## src/rtl/asp_regs.vh

```
/*
  Constants for the converter serial port: bit counts, timing figures.
  Assumes inclusion by the serial port module and its result store.
*/
`ifndef ASP_REGS_VH
`define ASP_REGS_VH

// Configuration word length after the start bit
`define ASP_CFG_BITS 3
// Result width
`define ASP_RES_BITS 8
// Falling edges after start bit until the data line is taken
`define ASP_TURN_EDGE 4
// Wake-up interval in ns and system clock period in ns
`define ASP_WAKE_NS 10000
`define ASP_CLK_NS 50
`define ASP_WAKE_CYC ((`ASP_WAKE_NS + `ASP_CLK_NS - 1) / `ASP_CLK_NS)
// Configuration field positions
`define ASP_CFG_MODE 2
`define ASP_CFG_ODD 1
`define ASP_CFG_ORDER 0
// Config bits already counted when the last one arrives
`define ASP_CFG_LAST 2'h2
// Falls already counted when the line-taking fall arrives (ASP_TURN_EDGE less one)
`define ASP_TAKE_FALLS 4'h3
// Result bit counts: end of the MSB-first run, end of the trailing LSB-first run
`define ASP_OUT_MSB_END 5'h08
`define ASP_OUT_ALL_END 5'h0f

`endif

```

## src/rtl/asp_result_reg.v

```verilog
/*
  Result holder: latches the conversion word when the conversion starts
  and presents one bit, chosen by index, from a register.
  Assumes a single clock domain shared with the serial port.
*/
`timescale 1ns/1ps
`include "asp_regs.vh"

module asp_result_reg (
  input wire clk_sys_in,
  input wire rst_b_in,
  input wire load_in,
  input wire [7:0] data_in,
  input wire [2:0] idx_in,
  output reg bit_out
);
  reg [7:0] word_r;

  always @(posedge clk_sys_in or negedge rst_b_in) begin
    if (!rst_b_in) begin
      word_r <= 8'h00;
      bit_out <= 1'b0;
    end else begin
      if (load_in) begin
        word_r <= data_in;
      end
      bit_out <= word_r[idx_in];
    end
  end
endmodule

```

## src/rtl/asp_serial_port.v

```verilog
/*
  Serial control port and power gating of a small sampling converter.
  Assumes the host supplies select, clock and data pins, asynchronous to
  clk_sys_in; the result word comes from the analog core on adc_result_in.
  Each sclk_in phase must last several clk_sys_in periods.
*/
`timescale 1ns/1ps
`include "asp_regs.vh"

module asp_serial_port (
  input wire clk_sys_in,
  input wire rst_b_in,
  input wire sel_b_in,
  input wire sclk_in,
  input wire sdata_in,
  input wire [7:0] adc_result_in,
  output reg sdata_out,
  output reg sdata_oe_out,
  output wire awake_out,
  output reg conv_start_out,
  output reg single_or_differential_out,
  output reg odd_sign_out,
  output reg first_bit_order_out
);
  // ==========================================================
  // Pin synchronisers
  // ==========================================================
  reg [1:0] sel_s_r;
  reg [1:0] clk_s_r;
  reg [1:0] din_s_r;
  reg clk_d_r;

  always @(posedge clk_sys_in or negedge rst_b_in) begin
    if (!rst_b_in) begin
      sel_s_r <= 2'b11;
      clk_s_r <= 2'b00;
      din_s_r <= 2'b00;
      clk_d_r <= 1'b0;
    end else begin
      sel_s_r <= {sel_s_r[0], sel_b_in};
      clk_s_r <= {clk_s_r[0], sclk_in};
      din_s_r <= {din_s_r[0], sdata_in};
      clk_d_r <= clk_s_r[1];
    end
  end

  wire active = ~sel_s_r[1];
  // Edges only count while selected; an sclk_in phase shorter than one
  // clk_sys_in period may slip through the synchronisers unseen
  wire rise = active & clk_s_r[1] & ~clk_d_r;
  wire fall = active & ~clk_s_r[1] & clk_d_r;
  wire din = din_s_r[1];
  // Data passes as many flops as the clock, so the bit seen at a detected
  // rise is the one the host set up before its pin rise

  assign awake_out = active;

  // ==========================================================
  // Port sequencer
  // ==========================================================
  localparam ST_HUNT = 4'b0001;
  localparam ST_CFG = 4'b0010;
  localparam ST_TURN = 4'b0100;
  localparam ST_SEND = 4'b1000;

  // The fourth falling edge after the start bit: the device takes the
  // shared line here, so the host must already have let go of it
  function take_edge;
    input [3:0] st;
    input seen;
    input [3:0] falls;
    begin
      take_edge = (st == ST_TURN) && seen && (falls == `ASP_TAKE_FALLS);
    end
  endfunction

  reg [3:0] state_r;
  reg [3:0] state_nxt;
  reg [1:0] cfg_r;
  // Whole configuration word as it stands when its last bit arrives
  wire [2:0] cfg_word = {cfg_r, din};
  reg [1:0] cnt_r;
  reg [3:0] fcnt_r;
  reg [4:0] ocnt_r;
  reg drive_r;
  reg out_bit_r;
  wire res_bit;
  reg [2:0] idx;

  // MSB-first then, if bit order is zero, LSB-first trailing bits
  always @* begin
    idx = 3'h0;
    if (ocnt_r < `ASP_OUT_MSB_END) begin
      idx = 3'h7 - ocnt_r[2:0];
    end else begin
      // The trailing run starts at bit 1: bit 0 closed the MSB-first run
      idx = ocnt_r[2:0] + 3'h1;
    end
  end

  // ==========================================================
  // Result store
  // ==========================================================
  asp_result_reg u_res (
    .clk_sys_in(clk_sys_in),
    .rst_b_in(rst_b_in),
    .load_in(conv_start_out),
    .data_in(adc_result_in),
    .idx_in(idx),
    .bit_out(res_bit)
  );

  // ==========================================================
  // Next-state decode
  // ==========================================================
  always @* begin
    state_nxt = state_r;
    case (state_r)
      ST_HUNT: begin
        if (rise && din) begin
          state_nxt = ST_CFG;
        end
      end
      ST_CFG: begin
        if (rise && cnt_r == `ASP_CFG_LAST) begin
          state_nxt = ST_TURN;
        end
      end
      ST_TURN: begin
        if (take_edge(state_r, fall, fcnt_r)) begin
          state_nxt = ST_SEND;
        end
      end
      ST_SEND: begin
        state_nxt = ST_SEND;
      end
      default: begin
        state_nxt = ST_HUNT;
      end
    endcase
  end

  // ==========================================================
  // Sequencer registers
  // ==========================================================
  always @(posedge clk_sys_in or negedge rst_b_in) begin
    if (!rst_b_in) begin
      state_r <= ST_HUNT;
      cfg_r <= 2'h0;
      cnt_r <= 2'd0;
      fcnt_r <= 4'd0;
      ocnt_r <= 5'd0;
      drive_r <= 1'b0;
      out_bit_r <= 1'b0;
      conv_start_out <= 1'b0;
      single_or_differential_out <= 1'b0;
      odd_sign_out <= 1'b0;
      first_bit_order_out <= 1'b0;
      sdata_out <= 1'b0;
      sdata_oe_out <= 1'b0;
    end else if (!active) begin
      // Deselect returns the sequencer to the start-bit search; cfg_r and the config outputs keep their values
      state_r <= ST_HUNT;
      cnt_r <= 2'd0;
      fcnt_r <= 4'd0;
      ocnt_r <= 5'd0;
      drive_r <= 1'b0;
      out_bit_r <= 1'b0;
      conv_start_out <= 1'b0;
      sdata_out <= 1'b0;
      sdata_oe_out <= 1'b0;
    end else begin
      state_r <= state_nxt;
      conv_start_out <= 1'b0;
      if (state_r == ST_CFG && rise) begin
        cfg_r <= {cfg_r[0], din};
        cnt_r <= cnt_r + 2'h1;
        if (cnt_r == `ASP_CFG_LAST) begin
          single_or_differential_out <= cfg_word[`ASP_CFG_MODE];
          odd_sign_out <= cfg_word[`ASP_CFG_ODD];
          first_bit_order_out <= cfg_word[`ASP_CFG_ORDER];
        end
      end
      // Falling edges count from the start bit until the line is taken
      if ((state_r == ST_CFG || state_r == ST_TURN) && fall) begin
        fcnt_r <= fcnt_r + 4'h1;
      end
      if (take_edge(state_r, fall, fcnt_r)) begin
        // Config word complete: hold the sample and convert while the
        // null bit goes out
        conv_start_out <= 1'b1;
        drive_r <= 1'b1;
        out_bit_r <= 1'b0; // null bit
      end
      if (state_r == ST_SEND && fall) begin
        // Result bits, then zeros for as long as the host keeps clocking
        if (ocnt_r < `ASP_OUT_MSB_END ||
            (!first_bit_order_out && ocnt_r < `ASP_OUT_ALL_END)) begin
          out_bit_r <= res_bit;
          ocnt_r <= ocnt_r + 5'h01;
        end else begin
          out_bit_r <= 1'b0;
        end
      end
      sdata_oe_out <= drive_r | take_edge(state_r, fall, fcnt_r);
      sdata_out <= drive_r & out_bit_r;
    end
  end
endmodule

```

## config.mk

```make
export PLATFORM = sky130hd
export DESIGN_NAME = asp_serial_port
export DESIGN_NICKNAME = d
export VERILOG_FILES = /design/src/rtl/asp_result_reg.v /design/src/rtl/asp_serial_port.v
export VERILOG_INCLUDE_DIRS = /design/src /design/src/rtl
export SDC_FILE = /design/constraint.sdc
export NUM_CORES = 1
export LEC_CHECK = 0
export BUFFER_PORTS_ARGS = -buffer_cell sky130_fd_sc_hd__buf_2
export CORE_MARGIN = 2
export CORE_UTILIZATION = 55
export CTS_BUF_LIST = sky130_fd_sc_hd__clkbuf_4 sky130_fd_sc_hd__clkbuf_8 sky130_fd_sc_hd__clkbuf_16
export DETAILED_ROUTE_END_ITERATION = 6
export GPL_ROUTABILITY_DRIVEN = 0
export PLACE_DENSITY_LB_ADDON = 0.15
export SKIP_LAST_GASP = 1
export SLEW_MARGIN = 25
export SYNTH_ARGS = -nofsm -noshare
export SYNTH_HDL_FRONTEND = slang
export SYNTH_SLANG_ARGS = --single-unit
```

## constraint.sdc

```tcl
create_clock -name clk_sys_in -period 2.25 [get_ports clk_sys_in]
set_input_delay 0.225 -clock clk_sys_in [delete_from_list [all_inputs] [get_ports clk_sys_in]]
set_output_delay 0.225 -clock clk_sys_in [all_outputs]
set_load 0.01 [all_outputs]
```

==> results summary, run 1 <==
The slowest stage cell on the critical path is sky130_fd_sc_hd__dfrtp_1. The total count of hold-check failures in the final report was 0. In this design, the stage delay of the slowest critical-path cell is approximately 460 ps. The non-filler instance count after layout is between 200 and 250.

Setup repair after global routing left no endpoint under its margin. The number of maximum-capacitance violations came out at 0. Across the routed clock network, the largest skew measured is 18.7 ps. The worst ir drop on vdd is ~0.39 mV. The total half-perimeter wirelength after legalization and detailed placement is about 2200 µm. The area fraction in compound gates after synthesis was 0.0781. The overall die area is between 3000 and 4000 µm². The CTS tree is done. The x dimension of the die is between 60 and 70 µm. The I/O pin count came out at 20. From synthesis to final layout, the design area changed by 15.0%.

The maximum clock frequency is a little over 0.5 GHz. The fraction of registers with async set/reset is 1.00. The library cells used most frequently in the layout, excluding fill and tap cells, are 38 x sky130_fd_sc_hd__dfrtp_1, 19 x sky130_fd_sc_hd__buf_2, 16 x sky130_fd_sc_hd__mux2_2.

The kind of cell with the highest combined delay along the critical path is multiplexers. The sum of negative setup slack is 0 ps. The xor/xnor cell area share of the yosys netlist came out at 0.0248. Traced cell by cell, the critical path runs through ha_1, o21ai_2, o31ai_2, mux2_2, mux4_2. The fraction of the mapped netlist area in simple logic gates is 0.126. The unique cell type count in the Yosys netlist is 37. The first global-routing pass estimated roughly 4900 µm of wire. The headroom to the max-slew limit came out at 0.422. In this run the standard cell core region covers 3050 µm². The number of buffers inserted to repair setup after CTS came out at 0. The clock-pin slew of the registers on the worst-case setup and hold paths is approximately 110 ps.

The cell area after synthesis came out at ~1800 µm². The number of enable flip-flop cells after synthesis is 0. The total non-filler cell area in the finished layout is 2030 µm².

The sequential area share after synthesis is 0.584. The initial core utilization came out at 0.577. The final count of pins violating max slew is 0. The transition time of the tightest slew-check pin came out at a little under 900 ps. The data required time of the critical path came out at between 2000 and 2500 ps. The final count of negative-setup-slack endpoints came out at 0. The number of sinks on the clock net is approximately 40.

The run finished with clean final reports. CTS built an H-tree with a depth of 2. The worst setup path is of the reg2reg kind. In this run the vertical extent of the chip is just over 60 µm. The routed length per placed instance is 14.7 µm. The filler cells instantiated in the layout total around 250. The number of DRC violations after detailed routing is 0. In the final layout, flip-flops and latches occupy around 1000 µm².

The portion of netlist area occupied by mux cells came out at 0.144. The number of instances in the placed design is 200. The clock latency of the later-clocked register in the worst-skew pair is between 300 and 400 ps. The maximum fanout along the worst path came out at 5. The aggregate global-route resource usage came out at 0.192. After synthesis, the largest family of logic cells by area is multiplexers. The net count of the mapped netlist came out at approximately 160. The share of the cycle needed by the critical path after routing is 0.863. In the routed layout, each cell is associated on average with a via count of between 5 and 6. The initial antenna violation count came out at 0.

The layout cell share with drive strength beyond 1 is 0.321. The clock passes through at most 2 buffers. The library cell used most frequently in the layout, excluding fill and tap cells, is sky130_fd_sc_hd__dfrtp_1.

The quantity of I/O buffers inserted on ports came out at 19. The arrival time of data at the critical path endpoint is between 2000 and 2500 ps. The total inserted antenna cells is 0. The number of DRC markers in iteration 0 came out at 37. The total power per unit cell area is 646 nW/µm².

Summed over all cells, the static leakage comes to 1.00 nW. After technology mapping, the gate count stands at between 100 and 150. The tree is rooted in a sky130_fd_sc_hd__clkbuf_4.

The number of cell rows is 20. The count of buffering cells on the critical path with inverters included is 0. The count of vias placed by the detailed router is about 1100.

The count of state elements after synthesis came out at 41. In this run the cell area measured after placement is approximately 1900 µm². Summing all multi-input logic gate instances after layout gives about 700 µm². The detailed-router iteration count before antenna repair is 4. Entering global routing, the biggest net connects between 40 and 50 pins.

STA classifies the critical path startpoint as a register. The average instance area after synthesis came out at approximately 13 µm². Of the total synthesized cell area, the portion taken by full adders, half adders and majority gates is 0.0213. The final period demand of the worst path is 1940 ps. The via count of the first global-routing pass came out at 1058. The number of CTS-inserted buffers is 5. The total wire length is 3110 µm. The path type of the worst min-delay path is in2reg. For this run, the leading register cell type out of synthesis is sky130_fd_sc_hd__dfrtp_1.

For this run, the number of Yosys warnings is 0. The number of nets with antenna violations after routing came out at 0. The sort of element at the end of the critical path is a register. The total overflow left after global routing is 0. The post-layout net count came out at 183.
[per-stage QoR]
step	total power, mW	hold slack [ps]	util	setup slack, ps
after global placement	0.805	332	0.622	405
after CTS	1.32	82.3	0.664	308
final	1.31	97.3	0.664	308
after detailed placement	0.807	335	0.622	329
after global routing	1.35	84.2	0.664	248
after floorplan	0.778	-70.6	-	439
[flip-flops by register name (all words and copies together) (netlist names), 2 cells and up]
register / cells
cnt_r: 2
cfg_r: 2
state_r: 4
u_res.word_r: 8
sel_s_r: 2
clk_s_r: 2
ocnt_r: 5
fcnt_r: 4
din_s_r: 2
[worst reg2reg max path, stage by stage, from the launching register on]
cell and delay, ps:
sky130_fd_sc_hd__dfrtp_1 460, sky130_fd_sc_hd__ha_1 350, sky130_fd_sc_hd__o21ai_2 70, sky130_fd_sc_hd__o31ai_2 110
sky130_fd_sc_hd__mux2_2 390, sky130_fd_sc_hd__mux4_2 450
[cells by family (layout without fill, tap and decap cells)]
group           count (synthesis)  after routing
compound gates                 19             19
fa+ha+maj                       3              3
simple gates                   41             41
flops                          41             41
buf+inv                        10             37
xor+xnor                        5              5
mux                            22             22
[layout make-up]
| cell class | instances | area share |
|---|---|---|
| flip-flops and latches | 41 | 0.508 |
| multi-input cells | 90 | 0.343 |
| repair buffers | 23 | 0.0667 |
| clock buffers | 7 | 0.0290 |
| well taps | 44 | 0.0272 |
| clock inverters | 1 | 0.0148 |
| inverters | 6 | 0.0111 |
[what timing repair did]
| action | CTS | global route |
|---|---|---|
| setup endpoints to repair | 0 | 0 |
| gates resized for setup | 0 | 0 |
| endpoints found under the hold margin | 33 | 0 |
| hold buffers | 4 | 0 |
[where the power goes]
| group | internal, mW | switching (mW) | total (mW) |
|---|---|---|---|
| logic | 0.0167 | 0.0256 | 0.0423 |
| clock network | 0.277 | 0.235 | 0.512 |
| registers | 0.746 | 0.00853 | 0.755 |
| total | 1.04 | 0.269 | 1.31 |
[synth_stat cells (3+ instances only)]
master                     count  area (µm²)
sky130_fd_sc_hd__xor2_1        4        35.0
sky130_fd_sc_hd__dfrtp_1      38         951
sky130_fd_sc_hd__o21ai_0       4        20.0
sky130_fd_sc_hd__nor2b_1       4        25.0
sky130_fd_sc_hd__a21oi_1       3        15.0
sky130_fd_sc_hd__inv_1         6        22.5
sky130_fd_sc_hd__nand4_1       5        31.3
sky130_fd_sc_hd__ha_1          3        37.5
sky130_fd_sc_hd__nor2_1       10        37.5
sky130_fd_sc_hd__nand3_1       5        25.0
sky130_fd_sc_hd__nand2_1       7        26.3
sky130_fd_sc_hd__dfstp_2       3        78.8
sky130_fd_sc_hd__clkbuf_1      3        11.3
sky130_fd_sc_hd__mux2i_1       4        40.0
sky130_fd_sc_hd__mux2_2       16         180
[final timing paths]
check                      depth (start not counted)               to              from  slack (ps)
max                                                5    u_res.bit_out         ocnt_r[0]         310
min                                                2  u_res.word_r[5]  adc_result_in[5]         100
max reg2reg                                        5    u_res.bit_out         ocnt_r[0]         310
min reg2reg                                        0       clk_s_r[1]        clk_s_r[0]         340
max in group asynchronous                          2  u_res.word_r[0]          rst_b_in        1200
min in group asynchronous                          2          clk_d_r          rst_b_in         500
[per-layer routing]
layer	routed length (µm)	track usage
met1	1390	0.255
met4	51	0.0870
met3	158	0.0725
met2	1520	0.283
met5	0	0
Note: power is estimated with default switching activity, not from simulation.
==> inputs of run 2 (changes only) <==
--- a/config.mk
+++ b/config.mk
@@ -12,6 +12,7 @@
 export CTS_BUF_LIST = sky130_fd_sc_hd__clkbuf_4 sky130_fd_sc_hd__clkbuf_8 sky130_fd_sc_hd__clkbuf_16
 export DETAILED_ROUTE_END_ITERATION = 6
 export GPL_ROUTABILITY_DRIVEN = 0
+export MAX_ROUTING_LAYER = met4
 export PLACE_DENSITY_LB_ADDON = 0.15
 export SKIP_LAST_GASP = 1
 export SLEW_MARGIN = 25
==> constraint.sdc (replaced) <==
create_clock -name clk_sys_in -period 2.2 [get_ports clk_sys_in]
set_input_delay 0.22 -clock clk_sys_in [delete_from_list [all_inputs] [get_ports clk_sys_in]]
set_output_delay 0.22 -clock clk_sys_in [all_outputs]
set_load 0.01 [all_outputs]
==> results summary, run 2 (same netlist as run 1, synthesis figures left out) <==
The placeable core region is 3050 µm² (unchanged). The detailed-router iteration count before antenna repair came out at 4 (unchanged). The relative contribution of sequential cells to total power was 0.629 (+0.053). The layer flagged by global routing as most heavily used is met2. The clock latency of the later-clocked register in the worst-skew pair came to 340 ps (-20 ps). Leaving out fill and tap cells, the most frequent cell in the layout is sky130_fd_sc_hd__dfrtp_1.

The cell-internal power came out at 0.966 mW (-7.1%). The minimum hold slack was 101 ps (+3.49 ps). The final count of negative-setup-slack endpoints came to 0 (unchanged). The data required time of the critical path came out at 2420 ps (-60 ps).

The fraction of met2 tracks used by global routing came out at 0.289 (+0.00614). The routed length per placed instance came out at 14.0 µm (-4.6%). The number of DRC markers in iteration 0 is 25 (-32%). The root buffer cell chosen for the clock tree is sky130_fd_sc_hd__clkbuf_4. The maximum fanout along the worst path came out at 5 (unchanged).

Leaving out fill and tap cells, the most frequent cells in the layout are 38 x sky130_fd_sc_hd__dfrtp_1, 19 x sky130_fd_sc_hd__buf_2, 16 x sky130_fd_sc_hd__mux2_2. The critical path goes through ha_1, o21ai_2, o31ai_2, mux2_2, mux4_2. The switching portion of total power is 0.212 (+0.00658).

The CTS tree is done. The number of maximum-capacitance violations is 0 (unchanged). The transition time of the tightest slew-check pin is 862 ps (-5.13 ps). The leakage power figure is 1.00 nW (-0.23%). The worst-case clock buffer depth is 2 (unchanged). The x dimension of the die came out at 60.6 µm (unchanged).

The register with the most flip-flops is u_res.word_r. The total count of hold-check failures in the final report is 0 (unchanged). The number of buffers inserted to repair setup after CTS came out at 0 (unchanged). The sort of element at the end of the critical path is a register. The total power per unit cell area is 608 nW/µm² (-5.8%). The number of H-tree levels is 2 (unchanged). The number of DRC violations after detailed routing is 0 (unchanged). The number of sinks on the clock net is 41 (unchanged).

The number of CTS-inserted buffers is 5 (unchanged). On the critical path, the stage with the largest delay is an instance of sky130_fd_sc_hd__dfrtp_1. The quantity of I/O buffers inserted on ports is 19 (unchanged). The share of the cycle needed by the critical path after routing came out at 0.896 (+0.0328). The combinational cell fraction of total power was 0.036 (+0.004).

The worst stage delay on the critical path is 460 ps (about the same). The count of vias placed by the detailed router is 1160 (+1.4%). The area growth from synthesis to layout came out at 14.3%. The worst clock skew on the final layout came out at 7.84 ps (-10.9 ps).

The area of all sequential standard cells is 1030 µm² (unchanged). The maximum number of pins on one net before global-route repair came to 42 (unchanged). The total half-perimeter wirelength after legalization and detailed placement is 2150 µm (-1.1%). The switching power came to 0.260 mW (-3.3%).

The total area of multi-input combinational cells is 696 µm² (unchanged). The most critical setup path has its startpoint at ocnt_r[1]. The met1 track demand over resource came out at 0.248 (-0.00705).

The final period demand of the worst path is 1970 ps (+29.1 ps). The fill cell total of the finished layout came to 253 (+1.6%). In the final layout, the registers with the most flip-flops are u_res.word_r x8, ocnt_r x5. The number of nets with antenna violations after routing came out at 0 (unchanged). The startpoint identified for the worst hold timing path is adc_result_in[5].

The run finished with clean final reports. The worst setup path is of the reg2reg kind. The post-layout net count came out at 184 (+0.55%). The flip-flop count of the largest register, all copies and words added came out at 8 (unchanged).

The aggregate global-route resource usage was 0.196 (+0.00429). The I/O pin count was 20 (unchanged). The overflow left after global routing was 0 (unchanged). The wire length of the first global-routing pass came out at 4930 µm (+0.43%). The final count of pins violating max slew is 0 (unchanged).

The final cell utilization of the core was 0.660 (-0.00369). The via count of the first global-routing pass came out at 1094 (+3.4%). The total wire length came out at 2980 µm (-4.1%).

The total inserted antenna cells came out at 0 (unchanged). The maximum clock frequency is 0.507 GHz (-1.5%). The number of vias per cell came out at 5.45 (+0.92%).

The initial antenna violation count is 0 (unchanged). The part of the power in the clock network came to 0.335 (-0.056). The headroom to the max-slew limit came out at 0.426 (+0.00342).

Setup repair after global routing left no endpoint under its margin. The met3 layer usage reported by global route is 0.0640 (-0.00853). The arrival time of data at the critical path endpoint is 2190 ps (+20 ps).

The sum of negative setup slack came out at 0 ps (unchanged). The number of cell rows came to 20 (unchanged). The overall die area came out at 3670 µm² (unchanged). The path type of the worst min-delay path is in2reg. The worst setup path is launched from a register. The vertical die dimension was 60.6 µm (unchanged). The initial core utilization was 0.577 (unchanged).

The worst ir drop on vdd came out at 0.461 mV (+17%). The clock-pin slew of the registers on the worst-case setup and hold paths is 110 ps (about the same). In this run the critical register-to-register path is launched from ocnt_r[1].

The layout cell share with drive strength beyond 1 is 0.325 (+0.00402).
==> run 2: cell count changes in the layout (fill, tap and decap cells not counted), sizes merged <==
| cell | change |
|---|---|
| buf | +1 |
| clkinv | +1 |
| bufinv | -1 |
==> run 2: per-layer routing <==
| metal | wire length (µm) | up-vias |
|---|---|---|
| met2 | 1470 | 25 |
| met4 | 34 | 0 |
| met1 | 1340 | 577 |
| li1 | - | 554 |
| met3 | 136 | 4 |
| met5 | 0 | - |
==> run 2: worst max-delay path, delay by kind of cell (launching register included) <==
family	cells	cell delay (ps)
fa+ha+maj	1	360
compound gates	2	190
flops	1	460
mux	2	840
==> run 2: final cells by class <==
class / instances / share of cell area
clock inverters: 1 / 0.00248
flip-flops and latches: 41 / 0.511
well taps: 44 / 0.0273
repair buffers: 24 / 0.0708
inverters: 6 / 0.0112
clock buffers: 7 / 0.0323
multi-input cells: 90 / 0.345
==> run 2: worst paths after layout <==
check                                      end  slack, ps  cells past startpoint
max                              u_res.bit_out        230                      5
min in group asynchronous           state_r[1]        520                      2
min reg2reg                         sel_s_r[1]        360                      0
max reg2reg                      u_res.bit_out        230                      5
min                            u_res.word_r[5]        100                      2
max in group asynchronous  first_bit_order_out       1140                      2
==> run 2: what timing repair did <==
item                                   4_1_cts  5_1_grt
resized for setup                            0        0
endpoints found under the hold margin       17        0
hold buffers                                 4        0
==> run 2: through the flow <==
| step | total power, mW | instance area, µm² | setup WS [ps] | std cells |
|---|---|---|---|---|
| 6_report | 1.23 | 2020 | 229 | 213 |
| 3_3_place_gp | 0.824 | 1910 | 355 | 201 |
| 4_1_cts | 1.25 | 2020 | 237 | 213 |
| 3_5_place_dp | 0.826 | 1910 | 261 | 201 |
| 2_1_floorplan | 0.796 | 1760 | 389 | 141 |
| 5_1_grt | 1.29 | 2020 | 183 | 213 |
==> run 2: power by group through the flow <==
stage               Clock, mW  Combinational, mW  Sequential, mW
global placement            0             0.0384           0.786
global route            0.468             0.0498           0.773
floorplan                   0             0.0145           0.781
finish                  0.411             0.0437           0.772
CTS                     0.434             0.0453           0.772
detailed placement          0             0.0399           0.786
==> inputs of run 3 (changes only) <==
--- a/config.mk
+++ b/config.mk
@@ -6,11 +6,11 @@
 export SDC_FILE = /design/constraint.sdc
 export NUM_CORES = 1
 export LEC_CHECK = 0
-export BUFFER_PORTS_ARGS = -buffer_cell sky130_fd_sc_hd__buf_2
 export CORE_MARGIN = 2
 export CORE_UTILIZATION = 55
 export CTS_BUF_LIST = sky130_fd_sc_hd__clkbuf_4 sky130_fd_sc_hd__clkbuf_8 sky130_fd_sc_hd__clkbuf_16
 export DETAILED_ROUTE_END_ITERATION = 6
+export DONT_BUFFER_PORTS = 1
 export GPL_ROUTABILITY_DRIVEN = 0
 export MAX_ROUTING_LAYER = met4
 export PLACE_DENSITY_LB_ADDON = 0.15
==> results summary, run 3 (same netlist as run 1, synthesis figures left out) <==
STA classifies the critical path endpoint as a register. The total half-perimeter wirelength after legalization and detailed placement is 2140 µm (about the same). Setup repair after global routing left no endpoint under its margin.

The number of CTS-inserted buffers came out at 5 (unchanged). The worst ir drop on vdd came out at 0.436 mV (-5.5%). The slack of the critical path is 262 ps (+33.1 ps). The x dimension of the die came out at 60.6 µm (unchanged). The total non-filler cell area in the finished layout is 2010 µm² (-0.31%). The worst stage delay on the critical path was 460 ps (about the same). The quantity of I/O buffers inserted on ports was 0 (-19). The total count of hold-check failures in the final report came out at 0 (unchanged). The total power was 1.33 mW (+8.6%). Ranked by flip-flop count, first place goes to u_res.word_r. The number of sinks on the clock net was 41 (unchanged). The instance area at placement came out at 1810 µm² (-5.0%). The number of cells on the worst reg-to-reg path is 5 (unchanged). The overflow left after global routing came out at 0 (unchanged). The number of maximum-capacitance violations is 0 (unchanged).

The number of DRC violations after detailed routing came out at 0 (unchanged). The flip-flop count of the largest register, all copies and words added came out at 8 (unchanged). The vertical die dimension came out at 60.6 µm (unchanged). The aggregate global-route resource usage came out at 0.198 (+0.00196).

The minimum hold slack is 17.1 ps (-83.7 ps). The maximum clock frequency came out at 0.516 GHz (+1.7%). The top cell types in the final layout, fill and taps aside, are 38 x sky130_fd_sc_hd__dfrtp_1, 16 x sky130_fd_sc_hd__mux2_2, 10 x sky130_fd_sc_hd__nor2_1. The initial core utilization came out at 0.577 (unchanged). The worst setup timing slack at the placement stage was 285 ps (+24.3 ps). TritonCTS built the clock tree. The layout cell share with drive strength beyond 1 came to 0.237 (-0.0883). The CTS root buffer is sky130_fd_sc_hd__clkbuf_4. The via count of the first global-routing pass came out at 1086 (-0.73%). The worst register-to-register path begins at ocnt_r[0].

The path type of the worst min-delay path is in2reg. The worst clock skew on the final layout came out at 14.0 ps (+6.16 ps). The number of H-tree levels came out at 2 (unchanged).

The detailed-router iteration count before antenna repair came out at 4 (unchanged). The worst-case clock buffer depth came out at 2 (unchanged). The total power per unit cell area came to 663 nW/µm² (+8.9%). Compared with the post-synthesis result, the final layout area differs by 14.0%. The headroom to the max-slew limit is 0.700 (+0.275). The signal on the critical path passes through ha_1, o21ai_2, o31ai_2, mux2_2, mux4_2. The number of DRC markers in iteration 0 is 46 (+84%).

The arrival time of data at the critical path endpoint is 2170 ps (-20 ps). The sum of negative setup slack was 0 ps (unchanged). The number of vias per cell came out at 5.50 (+0.90%). Leaving out fill and tap cells, the most frequent cell in the layout is sky130_fd_sc_hd__dfrtp_1. The count of vias placed by the detailed router came out at 1099 (-5.3%).

The number of nets with antenna violations after routing is 0 (unchanged). The flow ran to the end, and the final reports show no timing, DRC or antenna violations. The total inserted antenna cells was 0 (unchanged). The final count of negative-setup-slack endpoints came out at 0 (unchanged). The initial antenna violation count came out at 0 (unchanged). The total wire length came out at 3020 µm (+1.1%). The slowest stage of the critical path belongs to the cell sky130_fd_sc_hd__dfrtp_1. The final period demand of the worst path came to 1940 ps (-33.1 ps). The transition time of the tightest slew-check pin came out at 447 ps (-414 ps). The maximum number of pins on one net before global-route repair was 42 (unchanged). The worst hold path depth is 1 (-1).

The origin of the worst setup path is ocnt_r[0]. The number of hold buffers added after cts was 8 (+4). The post-layout net count is 171 (-7.1%). The wire length of the first global-routing pass came out at 5000 µm (+1.4%). STA classifies the critical path startpoint as a register.

The share of the cycle needed by the critical path after routing is 0.881 (-0.0150). The number of cell rows came out at 20 (unchanged). The maximum fanout along the worst path is 5 (unchanged). The data required time of the critical path came out at 2430 ps (about the same). The number of buffers inserted to repair setup after CTS was 0 (unchanged). The clock-pin slew of the registers on the worst-case setup and hold paths is 120 ps (about the same).

The placeable core region is 3050 µm² (unchanged). The clock latency of the later-clocked register in the worst-skew pair is 340 ps (about the same). The final cell utilization of the core came out at 0.658 (-0.00205). The worst min-delay path startpoint is adc_result_in[2]. The I/O pin count came out at 20 (unchanged). The final count of pins violating max slew is 0 (unchanged).

In the final layout, the registers with the most flip-flops are u_res.word_r x8, ocnt_r x5. The leakage power figure came out at 0.949 nW (-5.1%). The number of instances in the placed design is 182 (-9.5%). The overall die area is 3670 µm² (unchanged). The non-filler instance count after layout was 200 (-6.1%). The routed length per placed instance was 15.1 µm (+7.6%).

The number of resized instances in the post-cts repair step is 0 (unchanged). By startpoint and endpoint, the worst setup path is classified as reg2reg.
==> run 3: worst max-delay path, delay by kind of cell (launching register included) <==
| family | cells | cell delay, ps |
|---|---|---|
| muxes | 2 | 840 |
| AOI/OAI and AO/OA | 2 | 190 |
| DFF | 1 | 460 |
| adders and majority gates | 1 | 340 |
==> run 3: path summary, 6_finish.rpt <==
check                                  end  slack (ps)
setup / recovery             u_res.bit_out         260
min in group asynchronous    u_res.bit_out         320
hold / removal             u_res.word_r[2]          20
max in group asynchronous       sel_s_r[0]        1610
setup reg to reg             u_res.bit_out         260
hold reg to reg                 sel_s_r[1]         360
==> run 3: cell type report <==
class | count | area [µm²]
multi-input combinational | 90 | 696
fill | 246 | 1040
clock buffer | 6 | 51.3
tap | 44 | 55.1
sequential | 41 | 1030
timing repair buffer | 11 | 118
inverter | 6 | 22.5
clock inverter | 2 | 37.5
==> run 3: where the power goes <==
group / leakage, nW / internal [mW] / switching [mW] / total [mW]
Sequential: 0.551 / 0.763 / 0.00870 / 0.772
Clock: 0.0445 / 0.270 / 0.244 / 0.514
Combinational: 0.354 / 0.0196 / 0.0259 / 0.0456
Total: 0.949 / 1.05 / 0.278 / 1.33
==> run 3: per-layer routing <==
| metal | wire (µm) | global-route usage | up-vias |
|---|---|---|---|
| met2 | 1510 | 0.312 | 23 |
| met3 | 123 | 0.0448 | 2 |
| met5 | 0 | - | - |
| met1 | 1360 | 0.247 | 543 |
| li1 | - | - | 531 |
| met4 | 21 | 0.0839 | 0 |
